==> config.mk <==
export PLATFORM = sky130hd
export DESIGN_NAME = asyu_top
export DESIGN_NICKNAME = d
export VERILOG_FILES = /design/src/hdl/asyu_pkg.sv /design/src/hdl/asyu_baud.sv /design/src/hdl/asyu_top.sv
export SDC_FILE = /design/constraint.sdc
export NUM_CORES = 1
export LEC_CHECK = 0
export ABC_AREA = 1
export BUFFER_PORTS_ARGS = -buffer_cell sky130_fd_sc_hd__buf_4
export CAP_MARGIN = 30
export CORE_MARGIN = 2
export CORE_UTILIZATION = 47
export DETAILED_ROUTE_END_ITERATION = 16
export PLACE_DENSITY = 0.66
export SYNTH_ARGS = -nofsm -noshare
export SYNTH_HDL_FRONTEND = slang
export SYNTH_SLANG_ARGS = --single-unit
==> constraint.sdc <==
create_clock -name clk -period 11.87 [get_ports clk]
set_clock_uncertainty 0.15 [all_clocks]
set_input_delay 2.374 -clock clk [delete_from_list [all_inputs] [get_ports clk]]
set_output_delay 2.374 -clock clk [all_outputs]
set_load 0.01 [all_outputs]
==> src/hdl/asyu_pkg.sv <==
// Constants, register map and shared decoders for the asynchronous serial port block
// What this block does
// - Two select bits choose 8/7/9 or 8+parity.
// - Transmit and receive share length and rate.
// - Transmit pin driven only when drive enabled.
// - Stopped transmitter idles high NRZ, low Manchester.
// - Push-pull or open-drain transmit pin selectable.
// - Nine-bit mode sends tx_ninth_bit as bit eight.
// - Buffer-moved flag sets after holding copied; software clears.
// - Flag cleared mid-frame restarts transmit at frame end.
// - Buffer-moved flag with enable raises transmit interrupt.
// - Bit period (divisor+1) times 8/3 or 32/3.
// - Baud counters reset while their direction is stopped.
// - Fixed-rate mode ignores divisor, prescale, length; eight bits.
// - Holding register copied into shifter at transmit start.
// - Receive end moves shifter; ninth bit; 7-bit MSB zero.
// - Rate mode: programmable, or three fixed rates.
// - Manchester coding selectable for transmit stream.
// - Frame end with flag set: end flag, stop.
// - End flag with enable raises transmit interrupt.
// - Run bit starts; cleared at end if flag set; clear aborts.
// - Parity mode: even/odd generate, receive error reported.
// - Start detect sets receive active; stop clears it.
`default_nettype none
package asyu_pkg;
  // Printed register indices; byte address is four times the index
  localparam logic [15:0] IDX_RX_CTRL  = 16'hFED0;
  localparam logic [15:0] IDX_TX_CTRL  = 16'hFED1;
  localparam logic [15:0] IDX_BAUD     = 16'hFED2;
  localparam logic [15:0] IDX_TX_HOLD  = 16'hFED3;
  localparam logic [15:0] IDX_RX_HOLD  = 16'hFED4;
  localparam logic [15:0] IDX_MODE_SEL = 16'hFED5;
  // Reset values
  localparam logic [7:0]  RST_REG      = 8'h00;
  // Transmit control bit positions
  localparam int TC_RUN   = 7;
  localparam int TC_NINE  = 6;
  localparam int TC_DRIVE = 5;
  localparam int TC_PUSH  = 4;
  localparam int TC_SEVEN = 3;
  localparam int TC_TX_NINTH_BIT = 2;
  localparam int TC_MOVED = 1;
  localparam int TC_MVIE  = 0;
  // Receive control bit positions
  localparam int RC_PRESC = 7;
  localparam int RC_SDET  = 6;
  localparam int RC_ACT   = 5;
  localparam int RC_STPER = 4;
  localparam int RC_ODD   = 3;
  localparam int RC_RX_NINTH_BIT = 2;
  localparam int RC_END   = 1;
  localparam int RC_ENDIE = 0;
  // Mode select bit positions
  localparam int MS_RATE_LO = 3;
  localparam int MS_MANCH   = 2;
  localparam int MS_TX_END_FLAG    = 1;
  localparam int MS_TX_END_IRQ_EN   = 0;
  // Bit period in thirds of a cycle: programmable scale factors
  localparam logic [13:0] SCALE_LO = 14'h0008;
  localparam logic [13:0] SCALE_HI = 14'h0020;
  // Fixed-rate periods in thirds of a subclock cycle (9600/4800/2400 bps)
  localparam logic [13:0] FIX_9600 = 14'h000A;
  localparam logic [13:0] FIX_4800 = 14'h0014;
  localparam logic [13:0] FIX_2400 = 14'h0028;
  // Baud accumulator step, in sixths of a cycle per clock
  localparam logic [14:0] ACC_STEP = 15'h0006;

  // Data bit count from the length selects; fixed mode is always eight
  function automatic logic [3:0] asyu_dlen(input logic nine, input logic seven,
                                           input logic fixed);
    if (fixed) begin
      return 4'h8;
    end else if (nine) begin
      return 4'h9;
    end else if (seven) begin
      return 4'h7;
    end else begin
      return 4'h8;
    end
  endfunction

  // Eight data bits plus parity selected
  function automatic logic asyu_par_mode(input logic nine, input logic seven,
                                         input logic fixed);
    return nine & seven & ~fixed;
  endfunction
endpackage
`default_nettype wire

==> src/hdl/asyu_baud.sv <==
// Fractional baud tick generator working in sixths of a clock cycle
`default_nettype none
module asyu_baud
  import asyu_pkg::*;
(
  // Clock and reset
  input  wire logic        clk,
  input  wire logic        rst,
  // Control
  input  wire logic        clr,
  input  wire logic [13:0] period3,
  // Ticks
  output logic             half_tick,
  output logic             full_tick
);
  logic [14:0] acc_q;   // Phase in sixths of a cycle
  logic [14:0] acc_nxt; // Phase after this clock
  logic [14:0] per6;    // Full period in sixths

  // Sixths let both the half and full points land on the 1/6-cycle grid
  always_comb begin
    per6      = {period3, 1'b0};
    acc_nxt   = acc_q + ACC_STEP;
    full_tick = ~clr & (acc_nxt >= per6);
    half_tick = ~clr & ({1'b0, period3} > acc_q) & (acc_nxt >= {1'b0, period3});
  end

  // Counter held at zero while stopped
  always_ff @(posedge clk or posedge rst) begin
    if (rst) begin
      acc_q <= 15'h0000;
    end else if (clr) begin
      acc_q <= 15'h0000;
    end else if (full_tick) begin
      acc_q <= acc_nxt - per6; // Keep the fraction
    end else begin
      acc_q <= acc_nxt;
    end
  end
endmodule
`default_nettype wire

==> src/hdl/asyu_top.sv <==
// Asynchronous serial transmitter/receiver with APB register access
//
// Our own choice: the APB register port.
`default_nettype none
module asyu_top (
  // Clock and reset
  input  wire logic        clk,
  input  wire logic        rst,
  // APB slave
  input  wire logic        psel,
  input  wire logic        penable,
  input  wire logic        pwrite,
  input  wire logic [31:0] paddr,
  input  wire logic [31:0] pwdata,
  output logic [31:0]      prdata,
  output logic             pready,
  output logic             pslverr,
  // Serial pins
  input  wire logic        rx_pin,
  output logic             tx_pin_o,
  output logic             tx_pin_oe,
  // Interrupt requests
  output logic             irq_tx,
  output logic             irq_rx
);
  import asyu_pkg::*;

  typedef enum logic [1:0] {TX_IDLE, TX_LOAD, TX_SEND} asyu_tx_st_t;

  // Register storage
  logic [7:0]  baud_divisor_q;     // Divisor n
  logic [7:0]  tx_holding_q;       // Transmit holding
  logic [7:0]  rx_holding_q;       // Receive holding
  logic [2:0]  gp_flags_q;         // General-purpose mode bits
  logic [1:0]  rate_mode_select_q; // Programmable or fixed rate
  logic        manchester_select_q;
  logic        tx_end_flag_q;
  logic        tx_end_irq_en_q;
  logic        tx_run_q;
  logic        nine_bit_select_q;
  logic        tx_port_drive_enable_q;
  logic        tx_push_pull_select_q;
  logic        seven_bit_select_q;
  logic        tx_ninth_bit_q;
  logic        tx_buffer_moved_flag_q;
  logic        tx_buffer_moved_irq_en_q;
  logic        baud_prescale_select_q;
  logic        start_detect_enable_q;
  logic        rx_active_q;
  logic        stop_error_q;
  logic        parity_odd_select_q;
  logic        rx_ninth_bit_q;
  logic        rx_end_flag_q;
  logic        rx_end_irq_en_q;

  // APB helpers
  logic        apb_wr;        // Write takes effect this edge
  logic        setup;         // Setup cycle
  logic [31:0] rd_word;       // Read mux
  logic        hit_any;       // Address maps to a register
  logic [7:0]  wd;            // Write byte

  // Shared configuration
  logic        fixed_mode;
  logic [3:0]  dlen;          // Data bits per frame
  logic        par_mode;
  logic [3:0]  stop_idx;      // Bit index of stop bit
  logic [13:0] period3;       // Bit period in thirds of a cycle

  // Transmit datapath
  asyu_tx_st_t tx_st_q;
  logic [8:0]  tx_shifter_q;
  logic [3:0]  tx_bit_q;
  logic        tx_half_q;     // Second half of a Manchester cell
  logic        tx_half_tick;
  logic        tx_full_tick;
  logic        tx_done;       // Stop bit finished
  logic        tx_line;       // Coded line level
  logic        tx_nrz;

  // Receive datapath
  logic        rx_sync1_q;    // First synchroniser stage
  logic        rx_sync2_q;
  logic        rx_prev_q;     // For edge detection
  logic [8:0]  rx_shifter_q;
  logic [3:0]  rx_bit_q;
  logic        rx_half_tick;
  logic        rx_full_tick;
  logic        rx_start;
  logic        rx_done;
  logic [8:0]  rx_word;       // Received bits aligned to bit 0
  logic        rx_par_err;

  // Address compare against a printed index
  function automatic logic hit(input logic [31:0] a, input logic [15:0] idx);
    return a == {14'h0000, idx, 2'b00};
  endfunction

  // Bus decode and strobes
  always_comb begin
    setup   = psel & ~penable;
    apb_wr  = psel & penable & pready & pwrite & ~pslverr;
    wd      = pwdata[7:0];
    hit_any = hit(paddr, IDX_RX_CTRL) | hit(paddr, IDX_TX_CTRL) | hit(paddr, IDX_BAUD)
            | hit(paddr, IDX_TX_HOLD) | hit(paddr, IDX_RX_HOLD) | hit(paddr, IDX_MODE_SEL);
  end

  // Read mux; unmapped reads return zero
  always_comb begin
    rd_word = 32'h0000_0000;
    if (hit(paddr, IDX_RX_CTRL)) begin
      rd_word[7:0] = {baud_prescale_select_q, start_detect_enable_q, rx_active_q,
                      stop_error_q, parity_odd_select_q, rx_ninth_bit_q,
                      rx_end_flag_q, rx_end_irq_en_q};
    end else if (hit(paddr, IDX_TX_CTRL)) begin
      rd_word[7:0] = {tx_run_q, nine_bit_select_q, tx_port_drive_enable_q,
                      tx_push_pull_select_q, seven_bit_select_q, tx_ninth_bit_q,
                      tx_buffer_moved_flag_q, tx_buffer_moved_irq_en_q};
    end else if (hit(paddr, IDX_BAUD)) begin
      rd_word[7:0] = baud_divisor_q;
    end else if (hit(paddr, IDX_TX_HOLD)) begin
      rd_word[7:0] = tx_holding_q;
    end else if (hit(paddr, IDX_RX_HOLD)) begin
      rd_word[7:0] = rx_holding_q;
    end else if (hit(paddr, IDX_MODE_SEL)) begin
      rd_word[7:0] = {gp_flags_q, rate_mode_select_q, manchester_select_q,
                      tx_end_flag_q, tx_end_irq_en_q};
    end
  end

  // APB answer: one-cycle access phase, data captured in setup
  always_ff @(posedge clk or posedge rst) begin
    if (rst) begin
      pready  <= 1'b0;
      pslverr <= 1'b0;
      prdata  <= 32'h0000_0000;
    end else begin
      pready  <= setup;
      pslverr <= setup & ~hit_any;
      if (setup) begin
        prdata <= rd_word;
      end
    end
  end

  // Plain software-owned configuration
  always_ff @(posedge clk or posedge rst) begin
    if (rst) begin
      baud_divisor_q           <= RST_REG;
      tx_holding_q             <= RST_REG;
      gp_flags_q               <= RST_REG[7:5];
      rate_mode_select_q       <= RST_REG[4:3];
      manchester_select_q      <= 1'b0;
      tx_end_irq_en_q          <= 1'b0;
      nine_bit_select_q        <= 1'b0;
      tx_port_drive_enable_q   <= 1'b0;
      tx_push_pull_select_q    <= 1'b0;
      seven_bit_select_q       <= 1'b0;
      tx_ninth_bit_q           <= 1'b0;
      tx_buffer_moved_irq_en_q <= 1'b0;
      baud_prescale_select_q   <= 1'b0;
      start_detect_enable_q    <= 1'b0;
      parity_odd_select_q      <= 1'b0;
      rx_end_irq_en_q          <= 1'b0;
    end else if (apb_wr) begin
      if (hit(paddr, IDX_BAUD)) begin
        baud_divisor_q <= wd; // Zero is left to software to avoid
      end
      if (hit(paddr, IDX_TX_HOLD)) begin
        tx_holding_q <= wd;
      end
      if (hit(paddr, IDX_MODE_SEL)) begin
        gp_flags_q          <= wd[7:5];
        rate_mode_select_q  <= wd[MS_RATE_LO+1:MS_RATE_LO];
        manchester_select_q <= wd[MS_MANCH];
        tx_end_irq_en_q     <= wd[MS_TX_END_IRQ_EN];
      end
      if (hit(paddr, IDX_TX_CTRL)) begin
        nine_bit_select_q        <= wd[TC_NINE];
        tx_port_drive_enable_q   <= wd[TC_DRIVE];
        tx_push_pull_select_q    <= wd[TC_PUSH];
        seven_bit_select_q       <= wd[TC_SEVEN];
        tx_ninth_bit_q           <= wd[TC_TX_NINTH_BIT];
        tx_buffer_moved_irq_en_q <= wd[TC_MVIE];
      end
      if (hit(paddr, IDX_RX_CTRL)) begin
        baud_prescale_select_q <= wd[RC_PRESC];
        start_detect_enable_q  <= wd[RC_SDET];
        parity_odd_select_q    <= wd[RC_ODD];
        rx_end_irq_en_q        <= wd[RC_ENDIE];
      end
    end
  end

  // One length and one rate serve both directions
  always_comb begin
    fixed_mode = rate_mode_select_q != 2'b00;
    dlen       = asyu_dlen(nine_bit_select_q, seven_bit_select_q, fixed_mode);
    par_mode   = asyu_par_mode(nine_bit_select_q, seven_bit_select_q, fixed_mode);
    stop_idx   = dlen + 4'h1;
    unique case (rate_mode_select_q)
      2'b00:   period3 = ({6'h00, baud_divisor_q} + 14'h0001)
                         * (baud_prescale_select_q ? SCALE_HI : SCALE_LO);
      2'b01:   period3 = FIX_9600;
      2'b10:   period3 = FIX_4800;
      2'b11:   period3 = FIX_2400;
    endcase
  end

  // Transmit bit timing, cleared unless a frame is being shifted
  asyu_baud u_tx_baud (
    .clk       (clk),
    .rst       (rst),
    .clr       (~tx_run_q | (tx_st_q != TX_SEND)),
    .period3   (period3),
    .half_tick (tx_half_tick),
    .full_tick (tx_full_tick)
  );

  // Receive bit timing, cleared while no frame is in progress
  asyu_baud u_rx_baud (
    .clk       (clk),
    .rst       (rst),
    .clr       (~rx_active_q),
    .period3   (period3),
    .half_tick (rx_half_tick),
    .full_tick (rx_full_tick)
  );

  assign tx_done = (tx_st_q == TX_SEND) & tx_run_q & tx_full_tick & (tx_bit_q == stop_idx);

  // Transmit run bit: software starts or aborts, hardware ends
  always_ff @(posedge clk or posedge rst) begin
    if (rst) begin
      tx_run_q <= 1'b0;
    end else if (tx_done) begin
      tx_run_q <= ~tx_buffer_moved_flag_q; // Continuous mode stays on
    end else if (apb_wr && hit(paddr, IDX_TX_CTRL)) begin
      tx_run_q <= wd[TC_RUN];
    end
  end

  // Transmit sequencer and shifter
  always_ff @(posedge clk or posedge rst) begin
    if (rst) begin
      tx_st_q      <= TX_IDLE;
      tx_shifter_q <= 9'h000;
      tx_bit_q     <= 4'h0;
      tx_half_q    <= 1'b0;
    end else if (!tx_run_q) begin
      tx_st_q   <= TX_IDLE; // Clearing run aborts at once
      tx_half_q <= 1'b0;
    end else begin
      unique case (tx_st_q)
        TX_IDLE: begin
          tx_st_q <= TX_LOAD;
        end
        TX_LOAD: begin
          // Holding copied with the ninth or parity bit above it
          tx_shifter_q <= {par_mode ? (^tx_holding_q) ^ parity_odd_select_q
                                    : tx_ninth_bit_q, tx_holding_q};
          tx_bit_q     <= 4'h0;
          tx_half_q    <= 1'b0;
          tx_st_q      <= TX_SEND;
        end
        TX_SEND: begin
          if (tx_half_tick) begin
            tx_half_q <= 1'b1;
          end
          if (tx_full_tick) begin
            tx_half_q <= 1'b0;
            if (tx_bit_q == stop_idx) begin
              // Reload next frame, one cycle gap
              tx_st_q <= tx_buffer_moved_flag_q ? TX_IDLE : TX_LOAD;
            end else begin
              tx_bit_q <= tx_bit_q + 4'h1;
              if (tx_bit_q != 4'h0) begin
                tx_shifter_q <= {1'b0, tx_shifter_q[8:1]}; // LSB first
              end
            end
          end
        end
      endcase
    end
  end

  // Buffer-moved flag: set on load, software write clears; set wins
  always_ff @(posedge clk or posedge rst) begin
    if (rst) begin
      tx_buffer_moved_flag_q <= 1'b0;
    end else if (tx_st_q == TX_LOAD && tx_run_q) begin
      tx_buffer_moved_flag_q <= 1'b1;
    end else if (apb_wr && hit(paddr, IDX_TX_CTRL)) begin
      tx_buffer_moved_flag_q <= wd[TC_MOVED];
    end
  end

  // Transmit end flag: set when a frame ends with nothing new loaded
  always_ff @(posedge clk or posedge rst) begin
    if (rst) begin
      tx_end_flag_q <= 1'b0;
    end else if (tx_done && tx_buffer_moved_flag_q) begin
      tx_end_flag_q <= 1'b1;
    end else if (apb_wr && hit(paddr, IDX_MODE_SEL)) begin
      tx_end_flag_q <= wd[MS_TX_END_FLAG];
    end
  end

  // Line level: start low, data, stop high; Manchester inverts second half
  always_comb begin
    if (tx_bit_q == 4'h0) begin
      tx_nrz = 1'b0;
    end else if (tx_bit_q == stop_idx) begin
      tx_nrz = 1'b1;
    end else begin
      tx_nrz = tx_shifter_q[0];
    end
    if (!tx_run_q || tx_st_q != TX_SEND) begin
      tx_line = ~manchester_select_q; // Idle level
    end else if (manchester_select_q) begin
      tx_line = tx_nrz ^ tx_half_q;
    end else begin
      tx_line = tx_nrz;
    end
  end

  // Pin driver: open drain only ever pulls low
  always_ff @(posedge clk or posedge rst) begin
    if (rst) begin
      tx_pin_o  <= 1'b0;
      tx_pin_oe <= 1'b0;
    end else if (!tx_port_drive_enable_q) begin
      tx_pin_o  <= 1'b0;
      tx_pin_oe <= 1'b0;
    end else if (tx_push_pull_select_q) begin
      tx_pin_o  <= tx_line;
      tx_pin_oe <= 1'b1;
    end else begin
      tx_pin_o  <= 1'b0;
      tx_pin_oe <= ~tx_line;
    end
  end

  // Receive pin synchroniser and edge history
  always_ff @(posedge clk or posedge rst) begin
    if (rst) begin
      rx_sync1_q <= 1'b1;
      rx_sync2_q <= 1'b1;
      rx_prev_q  <= 1'b1;
    end else begin
      rx_sync1_q <= rx_pin;
      rx_sync2_q <= rx_sync1_q;
      rx_prev_q  <= rx_sync2_q;
    end
  end

  // Start on a falling edge; finish at the middle of the stop bit
  always_comb begin
    rx_start = start_detect_enable_q & ~rx_active_q & rx_prev_q & ~rx_sync2_q;
    rx_done  = rx_active_q & rx_half_tick & (rx_bit_q == stop_idx);
    unique case (dlen)
      4'h9:    rx_word = rx_shifter_q;
      4'h7:    rx_word = {2'b00, rx_shifter_q[8:2]};
      default: rx_word = {1'b0, rx_shifter_q[8:1]};
    endcase
    // Error when the received parity does not match the chosen sense
    rx_par_err = (^rx_word) ^ parity_odd_select_q;
  end

  // Receive active: hardware sets and ends, software may abort
  always_ff @(posedge clk or posedge rst) begin
    if (rst) begin
      rx_active_q <= 1'b0;
    end else if (rx_start) begin
      rx_active_q <= 1'b1;
    end else if (rx_done) begin
      rx_active_q <= 1'b0;
    end else if (apb_wr && hit(paddr, IDX_RX_CTRL) && !wd[RC_ACT]) begin
      rx_active_q <= 1'b0;
    end
  end

  // Receive sampler: mid-bit samples shift in from the top
  always_ff @(posedge clk or posedge rst) begin
    if (rst) begin
      rx_shifter_q <= 9'h000;
      rx_bit_q     <= 4'h0;
    end else if (rx_start) begin
      rx_bit_q <= 4'h0;
    end else if (rx_active_q) begin
      if (rx_half_tick && rx_bit_q != 4'h0 && rx_bit_q != stop_idx) begin
        rx_shifter_q <= {rx_sync2_q, rx_shifter_q[8:1]}; // LSB first
      end
      if (rx_full_tick) begin
        rx_bit_q <= rx_bit_q + 4'h1;
      end
    end
  end

  // Receive completion: holding, ninth bit, flags; set wins over clear
  always_ff @(posedge clk or posedge rst) begin
    if (rst) begin
      rx_holding_q   <= RST_REG;
      rx_ninth_bit_q <= 1'b0;
      rx_end_flag_q  <= 1'b0;
      stop_error_q   <= 1'b0;
    end else if (rx_done) begin
      rx_holding_q   <= (dlen == 4'h7) ? {1'b0, rx_word[6:0]} : rx_word[7:0];
      rx_ninth_bit_q <= par_mode ? rx_par_err : (dlen == 4'h9) ? rx_word[8]
                                                               : rx_ninth_bit_q;
      rx_end_flag_q  <= 1'b1;
      stop_error_q   <= ~rx_sync2_q;
    end else if (apb_wr) begin
      if (hit(paddr, IDX_RX_HOLD)) begin
        rx_holding_q <= wd;
      end
      if (hit(paddr, IDX_RX_CTRL)) begin
        rx_ninth_bit_q <= wd[RC_RX_NINTH_BIT];
        rx_end_flag_q  <= wd[RC_END];
        stop_error_q   <= wd[RC_STPER];
      end
    end
  end

  // Interrupt requests, registered
  always_ff @(posedge clk or posedge rst) begin
    if (rst) begin
      irq_tx <= 1'b0;
      irq_rx <= 1'b0;
    end else begin
      irq_tx <= (tx_buffer_moved_flag_q & tx_buffer_moved_irq_en_q)
              | (tx_end_flag_q & tx_end_irq_en_q);
      irq_rx <= rx_end_flag_q & rx_end_irq_en_q;
    end
  end
endmodule
`default_nettype wire

==> results.toml, run 1 <==
[run_status]
outcome = "completed"

[clock_network]
cts_tree = "done"
cts_resized = 0
clock_sinks = 122
cts_root_buf = "clkbuf_16"
h-tree-depth = 4
clk_pin_slew_ns = 0.06
cts_made_buffers = 17
post_cts_buffers = 0
clockBufferDepth = 2
cts_hold_buf = 0
clk_latency_ns = 0.42

[setup_path]
crit_path_frequent_cell = "ha_1"
arrival_ns = 5.42
cp_num_buf_inv = 3
crit_type = "register to register"
slowest_delay_ns = 0.51
crit_required_ns = 12.00
crit_path_start_kind = "register"
cp_max_fo = 19
reg2reg_setup_slack_ns = 6.59
reg2reg_from = "baud_divisor_q[0]"
slowest_stage = "dfrtp_1"
crit_chain = "ha_1, nand3_1, nor2_1, xnor2_1, nor2_1, ha_1, ha_1, ha_1, ha_1, inv_1, nand2_1, nand3_1, inv_1, ha_1, nand2_1, nor3_1, o21ai_0, a21oi_1, nand3_2, nand2_1, inv_1, nand2_1, o221ai_1"
end_kind = "register"
setup.worst_path.start = "baud_divisor_q[0]"
path_delay_family = "adder cells"

[placed_design]
pre_cts_slack_ns = 6.66
dp_hpwl_um = 20500
gp_congestion = 0.903
port_buffers = 59

[global_routing]
grt_pass1_vias = 8446
antenna_found_initial = 0
grt_max_degree = 68
grt_pass1_wl_um = 42200
grt-ovfl-total = 0
grt_use_total = 0.236

[power]
pwr-share-seq = 0.293
ir_worst_vdd_mv = 0.0971
leakagePower_nw = 5.78
power_mw = 1.83
switching_share = 0.405
cellPowerDensity_nw_per_um2 = 162
p_sw_uw = 743
p_int_mw = 1.09
p_comb_frac = 0.414
clkPwrFrac = 0.293

[yosys]
yosys_warnings = 0
syn_avg_cell_area_um2 = 7.40
ys_seq_elements = 122
ys_types = 56
yosysTopAreaCellShare = 0.295
synth_cells = 1365
ys_async_sr_fraction = 1.00
synth_top_area_cell = "dfrtp_1"
synth_area_leaders = "dfrtp_1, ha_1, nand2_1"
synth_edf_count = 0
synthTopCellsByCount = "nand2_1, inv_1, dfrtp_1"
syn_area_um2 = 10100
seq_area_frac_synth = 0.303
synthMostInstantiatedCell = "nand2_1"
synth_ff_type = "dfrtp_1"

[finish]
antenna_cells = 0
syn_to_final_growth_pct = 12.2
final_layout_size_suffix_gt1_frac = 0.102
final_nets = 1610

[drt]
vias = 9034
avgViaCountPerCell = 5.26
first_pass_iters = 5
antenna_left = 0
wire_per_inst_um = 15.0
wl_um = 25700
drc = 0
first_iter_violations = 465

[min_path]
min-delay-start = "rx_sync1_q"
min_path_type = "register to register"

[die]
dieArea_um2 = 22700
io_pins = 108
die_w_um = 151
die_h_um = 151
core-area_um2 = 21100
rows = 53
initial_core_util = 0.479

[timing]
setup_ws_ns = 6.59
setup_violations = 0
rsz0062_at_grt = "no"
setup_tns_ns = 0
hold_viol = 0
worst_pin_slew_ns = 0.903
fin_crit_sh = 0.445
drv_slew = 0
max_freq_ghz = 0.189
slew_headroom = 0.393
fin_crit_ns = 5.28

[flow_run]
drv_cap = 0
## power by group through the flow
stage	combinational (mW)	clock [mW]	sequential, mW
after floorplan	0.599	0	0.525
after global placement	0.737	0	0.542
after CTS	0.756	0.544	0.536
final	0.758	0.537	0.537
after global routing	0.874	0.563	0.544
after detailed placement	0.750	0	0.543
## path summary, 6_finish.rpt
kind,end,cells after the start
worst max-delay path,rx_holding_q[2],23
worst min-delay path,rx_sync2_q,0
worst max register to register,rx_holding_q[2],23
worst min register to register,rx_sync2_q,0
max in group asynchronous,tx_buffer_moved_irq_en_q,3
min in group asynchronous,rx_shifter_q[6],2
## kinds of logic (layout without fill, tap and decap cells)
kind of cell / Yosys count / count (layout) / synth area share
and+or+nand+nor: 569 / 569 / 0.260
buffers and inverters: 250 / 300 / 0.105
other: 1 / 30 / 0.000371
xor gates and xnor gates: 64 / 64 / 0.0555
adders and majority gates: 109 / 109 / 0.136
AOI/OAI and AO/OA: 250 / 250 / 0.140
DFF: 122 / 122 / 0.303
## area by class of cell
type                       instances  area (µm²)
fill                            2061        9760
multi-input combinational       1022        6090
sequential                       122        3060
inverter                         207         779
timing repair buffer              61         458
clock buffer                      17         425
tap                              275         344
clock inverter                    15         179
## stage by stage
step / hold WS, ns / instances / instance area (µm²) / utilization
detailed placement: 0.197 / 1687 / 10700 / 0.509
finish: 0.206 / 1719 / 11300 / 0.537
floorplan: 0.195 / 1394 / 10200 / -
global placement: 0.197 / 1687 / 10700 / 0.509
global route: 0.208 / 1719 / 11300 / 0.537
CTS: 0.207 / 1719 / 11300 / 0.537
## sequential cells by signal, summed over array words and instances (netlist names), 2 cells and up
signal / count
u_tx_baud.acc_q: 14
u_rx_baud.acc_q: 14
rx_shifter_q: 9
baud_divisor_q: 8
tx_shifter_q: 9
rx_bit_q: 4
tx_bit_q: 4
prdata: 8
gp_flags_q: 3
rx_holding_q: 8
rate_mode_select_q: 2
tx_st_q: 2
tx_holding_q: 8
## layer usage
layer,global-route usage,wire [µm],up-vias
met3,0.0336,955,19
met1,0.319,12000,4176
met2,0.409,12500,207
li1,-,-,4632
met5,0,0,-
met4,0.0416,196,0
## worst reg2reg max path, delay by kind of cell (launching register included)
kind            cells  cell delay [ns]
buf+inv             3             0.27
compound gates      3             0.59
xor+xnor            1             0.16
simple gates       10             1.74
flops               1             0.51
fa+ha+maj           6             1.73
## layout by cell type, fill, tap and decap left out, types with 6 or more instances in the layout
cell type / instances
a21oi_1: 81
inv_1: 197
o221ai_1: 7
xnor2_1: 28
inv_2: 8
a31oi_1: 13
conb_1: 30
ha_1: 108
o21ai_1: 10
xor2_1: 36
nor3_1: 23
nand2_2: 6
dfrtp_1: 119
clkbuf_16: 17
nand4_1: 26
o22ai_1: 19
or2_2: 6
o211ai_1: 7
o21ai_0: 88
nand3_1: 82
buf_4: 61
nand2_1: 296
nor2_1: 93
Note: power is estimated with default switching activity, not from simulation.
==> run 2, diff against run 1 <==
--- a/config.mk
+++ b/config.mk
@@ -5,7 +5,7 @@
 export SDC_FILE = /design/constraint.sdc
 export NUM_CORES = 1
 export LEC_CHECK = 0
-export ABC_AREA = 1
+export ABC_AREA = 0
 export BUFFER_PORTS_ARGS = -buffer_cell sky130_fd_sc_hd__buf_4
 export CAP_MARGIN = 30
 export CORE_MARGIN = 2
==> constraint.sdc (replaced) <==
create_clock -name clk -period 4.9 [get_ports clk]
set_clock_uncertainty 0.15 [all_clocks]
set_input_delay 0.98 -clock clk [delete_from_list [all_inputs] [get_ports clk]]
set_output_delay 0.98 -clock clk [all_outputs]
set_load 0.01 [all_outputs]
==> run 2 against run 1 <==
Compared with the run above: maximum frequency up 13%; critical endpoint is now tx_shifter_q[2]; clock power grew 140%; largest cell class unchanged; core utilization increased by 1.6 points; non-clock buffer count rose by 25; synthesized cell count decreased by 23%; critical path depth down 3; count of clock-buffer cells in the layout rose by 2.
==> results.toml, run 2 <==
[setup_path]
r2r-end = "tx_shifter_q[2]"
crit_required_ns = 5.06
arrival_ns = 4.83
reg2reg_setup_slack_ns = 0.23
crit_type = "register to register"
setup.worst_path.start = "baud_divisor_q[2]"
reg2reg_from = "baud_divisor_q[2]"
cp_max_fo = 8
r2r_cells = 20
end_kind = "register"
crit_path_start_kind = "register"

[finish]
top_regs = "u_rx_baud.acc_q: 14 flops, u_tx_baud.acc_q: 14 flops"
layout_commonest_cell = "dfrtp_1"
final_layout_size_suffix_gt1_frac = 0.190
final_cell_mix = "dfrtp_1, ha_1, nor2_1, buf_4, mux2_2"
final_cell_area_um2 = 11200
syn_to_final_growth_pct = 15.5
antenna_cells = 0
final_nets = 1311

[yosys]
synthMostInstantiatedCell = "dfrtp_1"
yosysTopAreaCellShare = 0.307
ys_types = 75
syn_area_um2 = 9690
synth_ff_type = "dfrtp_1"
synthTopCellsByCount = "dfrtp_1, ha_1, nor2_1"
synth_area_leaders = "dfrtp_1, ha_1, mux2_2"
yosys_warnings = 0
ys_seq_elements = 122
ys_async_sr_fraction = 1.00
synth_cells = 1049
syn_avg_cell_area_um2 = 9.24
synth_edf_count = 0
seq_area_frac_synth = 0.315
synth_top_area_cell = "dfrtp_1"

[drt]
vias = 7779
drc = 0
antenna_left = 0
avgViaCountPerCell = 5.50
wire_per_inst_um = 16.9
wl_um = 23900
first_pass_iters = 5
first_iter_violations = 428

[clock_network]
h-tree-depth = 4
clockBufferDepth = 2
cts_hold_buf = 0
clk_pin_slew_ns = 0.06
post_cts_buffers = 0
cts_made_buffers = 17
cts_resized = 0
cts_tree = "done"
clock_sinks = 122
cts_root_buf = "clkbuf_16"
clk_latency_ns = 0.42

[power]
ir_worst_vdd_mv = 0.192
pwr-share-seq = 0.411
clkPwrFrac = 0.524
p_int_mw = 1.89
cellPowerDensity_nw_per_um2 = 222
p_sw_uw = 600
p_comb_frac = 0.064
leakagePower_nw = 5.28
switching_share = 0.241

[global_routing]
grt_pass1_wl_um = 39000
grt-ovfl-total = 0
grt_use_total = 0.223
antenna_found_initial = 0
grt_pass1_vias = 7704
grt_max_degree = 70

[die]
io_pins = 108
core-area_um2 = 20200
die_w_um = 148
initial_core_util = 0.479
die_h_um = 148
dieArea_um2 = 21800
rows = 52

[min_path]
hold-path-cell-count = 0
min_path_type = "register to register"
min_to = "rx_sync2_q"
min-delay-start = "rx_sync1_q"

[placed_design]
pre_cts_slack_ns = 0.0858
gp_congestion = 0.881
place_area_um2 = 10500
port_buffers = 59
dp_hpwl_um = 18200

[run_status]
outcome = "completed"

[timing]
worst_pin_slew_ns = 0.889
setup_violations = 0
slew_headroom = 0.408
max_freq_ghz = 0.214
setup_ws_ns = 0.229
hold_viol = 0
drv_slew = 0
fin_crit_ns = 4.67
fin_crit_sh = 0.953

[flow_run]
drv_cap = 0
run 2: per-layer routing:
metal / track usage / up-vias / wire length, µm
met5: 0 / - / 0
met4: 0.0606 / 0 / 482
met3: 0.0367 / 38 / 956
met2: 0.375 / 176 / 11400
met1: 0.298 / 3717 / 11000
li1: - / 3848 / -
run 2: cell type report:
cell class / instances / area, µm²
sequential: 122 / 3060
inverter: 65 / 251
fill: 1880 / 9040
multi-input combinational: 840 / 6250
timing repair buffer: 86 / 699
tap: 270 / 338
clock inverter: 13 / 169
clock buffer: 19 / 433
run 2: cell families (layout without fill, tap and decap cells):
| kind of cell | Yosys count | after routing | share of synthesized area |
|---|---|---|---|
| adder cells (fa/ha/maj) | 109 | 109 | 0.141 |
| multiplexers | 97 | 97 | 0.109 |
| other | 1 | 30 | 0.000387 |
| buffers and inverters | 116 | 183 | 0.0574 |
| AO/OA/AOI/OAI | 190 | 190 | 0.127 |
| flip-flops | 122 | 122 | 0.315 |
| XOR/XNOR | 84 | 84 | 0.0773 |
| AND/OR/NAND/NOR | 330 | 330 | 0.172 |
run 2: worst max-delay path by stage:
stage,to,slack (ns),cells past startpoint
6_report,tx_shifter_q[2],0.23,20
5_1_grt,tx_shifter_q[6],-0.02,20
4_1_cts,rx_shifter_q[0],0.02,21
3_5_place_dp,rx_shifter_q[0],0.09,21
3_3_place_gp,rx_shifter_q[7],0.09,21
2_1_floorplan,tx_shifter_q[0],0.29,19
run 2: critical path, cell delays in order, from the launching register on:
cell,delay (ns)
dfrtp_1,0.46
nand3_1,0.17
nor3_2,0.19
nand3_1,0.12
xor2_1,0.18
mux2i_1,0.10
ha_1,0.30
ha_1,0.30
ha_1,0.34
xnor2_1,0.14
nand2_1,0.09
buf_4,0.15
ha_1,0.29
or3_1,0.32
o21ai_0,0.08
a31oi_1,0.09
a31o_2,0.32
and3_1,0.20
nor2_2,0.10
buf_6,0.14
mux2_2,0.33
run 2: power groups by stage:
stage                     Combinational (mW)  Clock, mW  Sequential (mW)
after floorplan                       0.0924          0             1.05
after global placement                 0.156          0             1.04
after detailed placement               0.159          0             1.04
after CTS                              0.160       1.32             1.02
after global routing                   0.179       1.38             1.03
final                                  0.160       1.31             1.02
run 2: metrics by stage:
step | instances | setup TNS, ns | utilization | total power [mW] | hold slack [ns]
after floorplan | 1078 | 0 | - | 1.14 | 0.195
after global placement | 1381 | 0 | 0.520 | 1.20 | 0.197
after detailed placement | 1382 | 0 | 0.520 | 1.20 | 0.199
after CTS | 1414 | 0 | 0.550 | 2.51 | 0.208
after global routing | 1415 | -0.0688 | 0.553 | 2.58 | 0.212
final | 1415 | 0 | 0.553 | 2.49 | 0.207
==> run 3, diff against run 2 <==
--- a/config.mk
+++ b/config.mk
@@ -6,12 +6,11 @@
 export NUM_CORES = 1
 export LEC_CHECK = 0
 export ABC_AREA = 0
-export BUFFER_PORTS_ARGS = -buffer_cell sky130_fd_sc_hd__buf_4
 export CAP_MARGIN = 30
 export CORE_MARGIN = 2
 export CORE_UTILIZATION = 47
 export DETAILED_ROUTE_END_ITERATION = 16
-export PLACE_DENSITY = 0.66
+export DONT_BUFFER_PORTS = 1
 export SYNTH_ARGS = -nofsm -noshare
 export SYNTH_HDL_FRONTEND = slang
 export SYNTH_SLANG_ARGS = --single-unit
==> run 3 against run 2 <==
Compared with the run above: sequential share of layout area rose by 0.80 points; via count fell by 3.5%; global-route usage rose by 0.32 points; design area fell by 2.8%; hold slack improved by 0.00063 ns; wire length rose by 0.92%; cell count fell by 3.8%; core utilization fell by 1.5 points; count of clock-buffer cells in the layout rose by 3; critical endpoint is now rx_shifter_q[0].
==> results.toml, run 3 (synthesis results as in run 2) <==
[finish]
final_core_util = 0.538
multi_input_area_um2 = 6310
layout_commonest_cell = "dfrtp_1"
final_layout_size_suffix_gt1_frac = 0.156
antenna_cells = 0
top_regs = "u_rx_baud.acc_q: 14 flops, u_tx_baud.acc_q: 14 flops"
fillers = 1838
fin_cells = 1361
final_nets = 1258
syn_to_final_growth_pct = 12.3
seqCellArea_um2 = 3060
final_cell_mix = "dfrtp_1, ha_1, nor2_1, mux2_2, nand2_1"

[timing]
setup_violations = 0
worst_pin_slew_ns = 0.823
fin_crit_sh = 0.950
slew_headroom = 0.451
whs_ns = 0.207
hold_viol = 0
fin_crit_ns = 4.66
drv_slew = 0
max_freq_ghz = 0.215

[global_routing]
grt_pass1_vias = 7457
gr-usage-met2 = 0.386
antenna_found_initial = 0
top_usage_layer = "met2"
grt_max_degree = 64
gr-usage-met1 = 0.299
grt_use_total = 0.226
grt-ovfl-total = 0
use_met3 = 0.0454
grt_pass1_wl_um = 39000

[placed_design]
dp_hpwl_um = 17900
gp_congestion = 0.844
dp.cells = 1325
port_buffers = 0

[setup_path]
end_kind = "register"
arrival_ns = 4.80
crit_type = "register to register"
crit_path_start_kind = "register"
setup.worst_path.start = "baud_divisor_q[0]"
reg2reg_from = "baud_divisor_q[0]"
reg2reg_setup_slack_ns = 0.24
crit_required_ns = 5.05
cp_max_fo = 4

[clock_network]
h-tree-depth = 4
cts_hold_buf = 0
cts_root_buf = "clkbuf_16"
cts_made_buffers = 17
clk_pin_slew_ns = 0.06
clock_sinks = 122
cts_tree = "done"
clk_latency_ns = 0.42
clockBufferDepth = 2

[drt]
antenna_left = 0
drc = 0
avgViaCountPerCell = 5.51
first_pass_iters = 5
first_iter_violations = 418
wire_per_inst_um = 17.7
vias = 7505
wl_um = 24100

[min_path]
min_path_type = "register to register"
min-delay-start = "rx_sync1_q"

[power]
leakagePower_nw = 5.01
ir_worst_vdd_mv = 0.231
cellPowerDensity_nw_per_um2 = 222

[die]
io_pins = 108
core-area_um2 = 20200
die_h_um = 148
rows = 52
die_w_um = 148
dieArea_um2 = 21800
initial_core_util = 0.479

[run_status]
outcome = "completed"

[flow_run]
drv_cap = 0
[run 3: changes by cell type in the layout (fill, tap and decap cells not counted), moves of 2 or more]
cell / before / now
buf_4: 81 / 25
buf_6: 1 / 3
clkbuf_8: 0 / 4
clkinv_4: 6 / 3
clkinvlp_4: 1 / 3
ha_1: 106 / 103
ha_4: 1 / 4
[run 3: timing repair]
item	CTS	global route
setup buffers	0	2
endpoints found under the setup margin	0	56
gates resized for setup	0	23
[run 3: final timing paths]
path,to,cells after the start
setup reg to reg,rx_shifter_q[0],22
max in group asynchronous,baud_divisor_q[5],2
setup / recovery,rx_shifter_q[0],22
min in group asynchronous,rx_shifter_q[8],1
hold reg to reg,rx_sync2_q,0
hold / removal,rx_sync2_q,0
[run 3: area by class of cell]
type | instances | share of cell area
Tap cell | 270 | 0.0310
Clock buffer | 22 | 0.0445
Timing Repair Buffer | 33 | 0.0300
Inverter | 65 | 0.0231
Sequential cell | 122 | 0.281
Multi-Input combinational cell | 840 | 0.580
Clock inverter | 9 | 0.0105
[run 3: critical path: stages (launching register included)]
cell,delay (ns)
dfrtp_1,0.35
ha_2,0.22
nand3_4,0.10
buf_6,0.14
xnor2_1,0.12
o21ai_0,0.08
a21oi_1,0.15
ha_1,0.18
ha_4,0.14
inv_1,0.05
fa_1,0.46
or3_4,0.42
inv_1,0.10
ha_1,0.24
and4_1,0.21
nand2_1,0.10
nor3_1,0.07
nor4b_1,0.31
o21ai_2,0.15
a21oi_1,0.17
nand3_2,0.17
clkbuf_16,0.20
mux2_2,0.26
[run 3: metrics by stage]
| stage | total power [mW] | worst slack (ns) | instance area, µm² | TNS, ns |
|---|---|---|---|---|
| 6_report | 2.41 | 0.245 | 10900 | 0 |
| 3_3_place_gp | 1.15 | 0.112 | 10100 | 0 |
| 3_5_place_dp | 1.15 | 0.0880 | 10100 | 0 |
| 2_1_floorplan | 1.14 | 0.292 | 9800 | 0 |
| 4_1_cts | 2.44 | 0.0349 | 10700 | 0 |
| 5_1_grt | 2.51 | -0.00125 | 10900 | -0.00157 |
[run 3: per-layer routing]
layer | share of wire | vias to the layer above
met3 | 0.043 | 26
met1 | 0.47 | 3585
met4 | 0.014 | 0
li1 | - | 3729
met5 | 0 | -
met2 | 0.48 | 165
[run 3: power breakdown]
part | switching, mW | internal [mW] | total, mW | leakage (nW)
clock | 0.476 | 0.802 | 1.28 | 0.285
combinational | 0.0696 | 0.0369 | 0.107 | 3.07
sequential | 0.0111 | 1.02 | 1.03 | 1.66
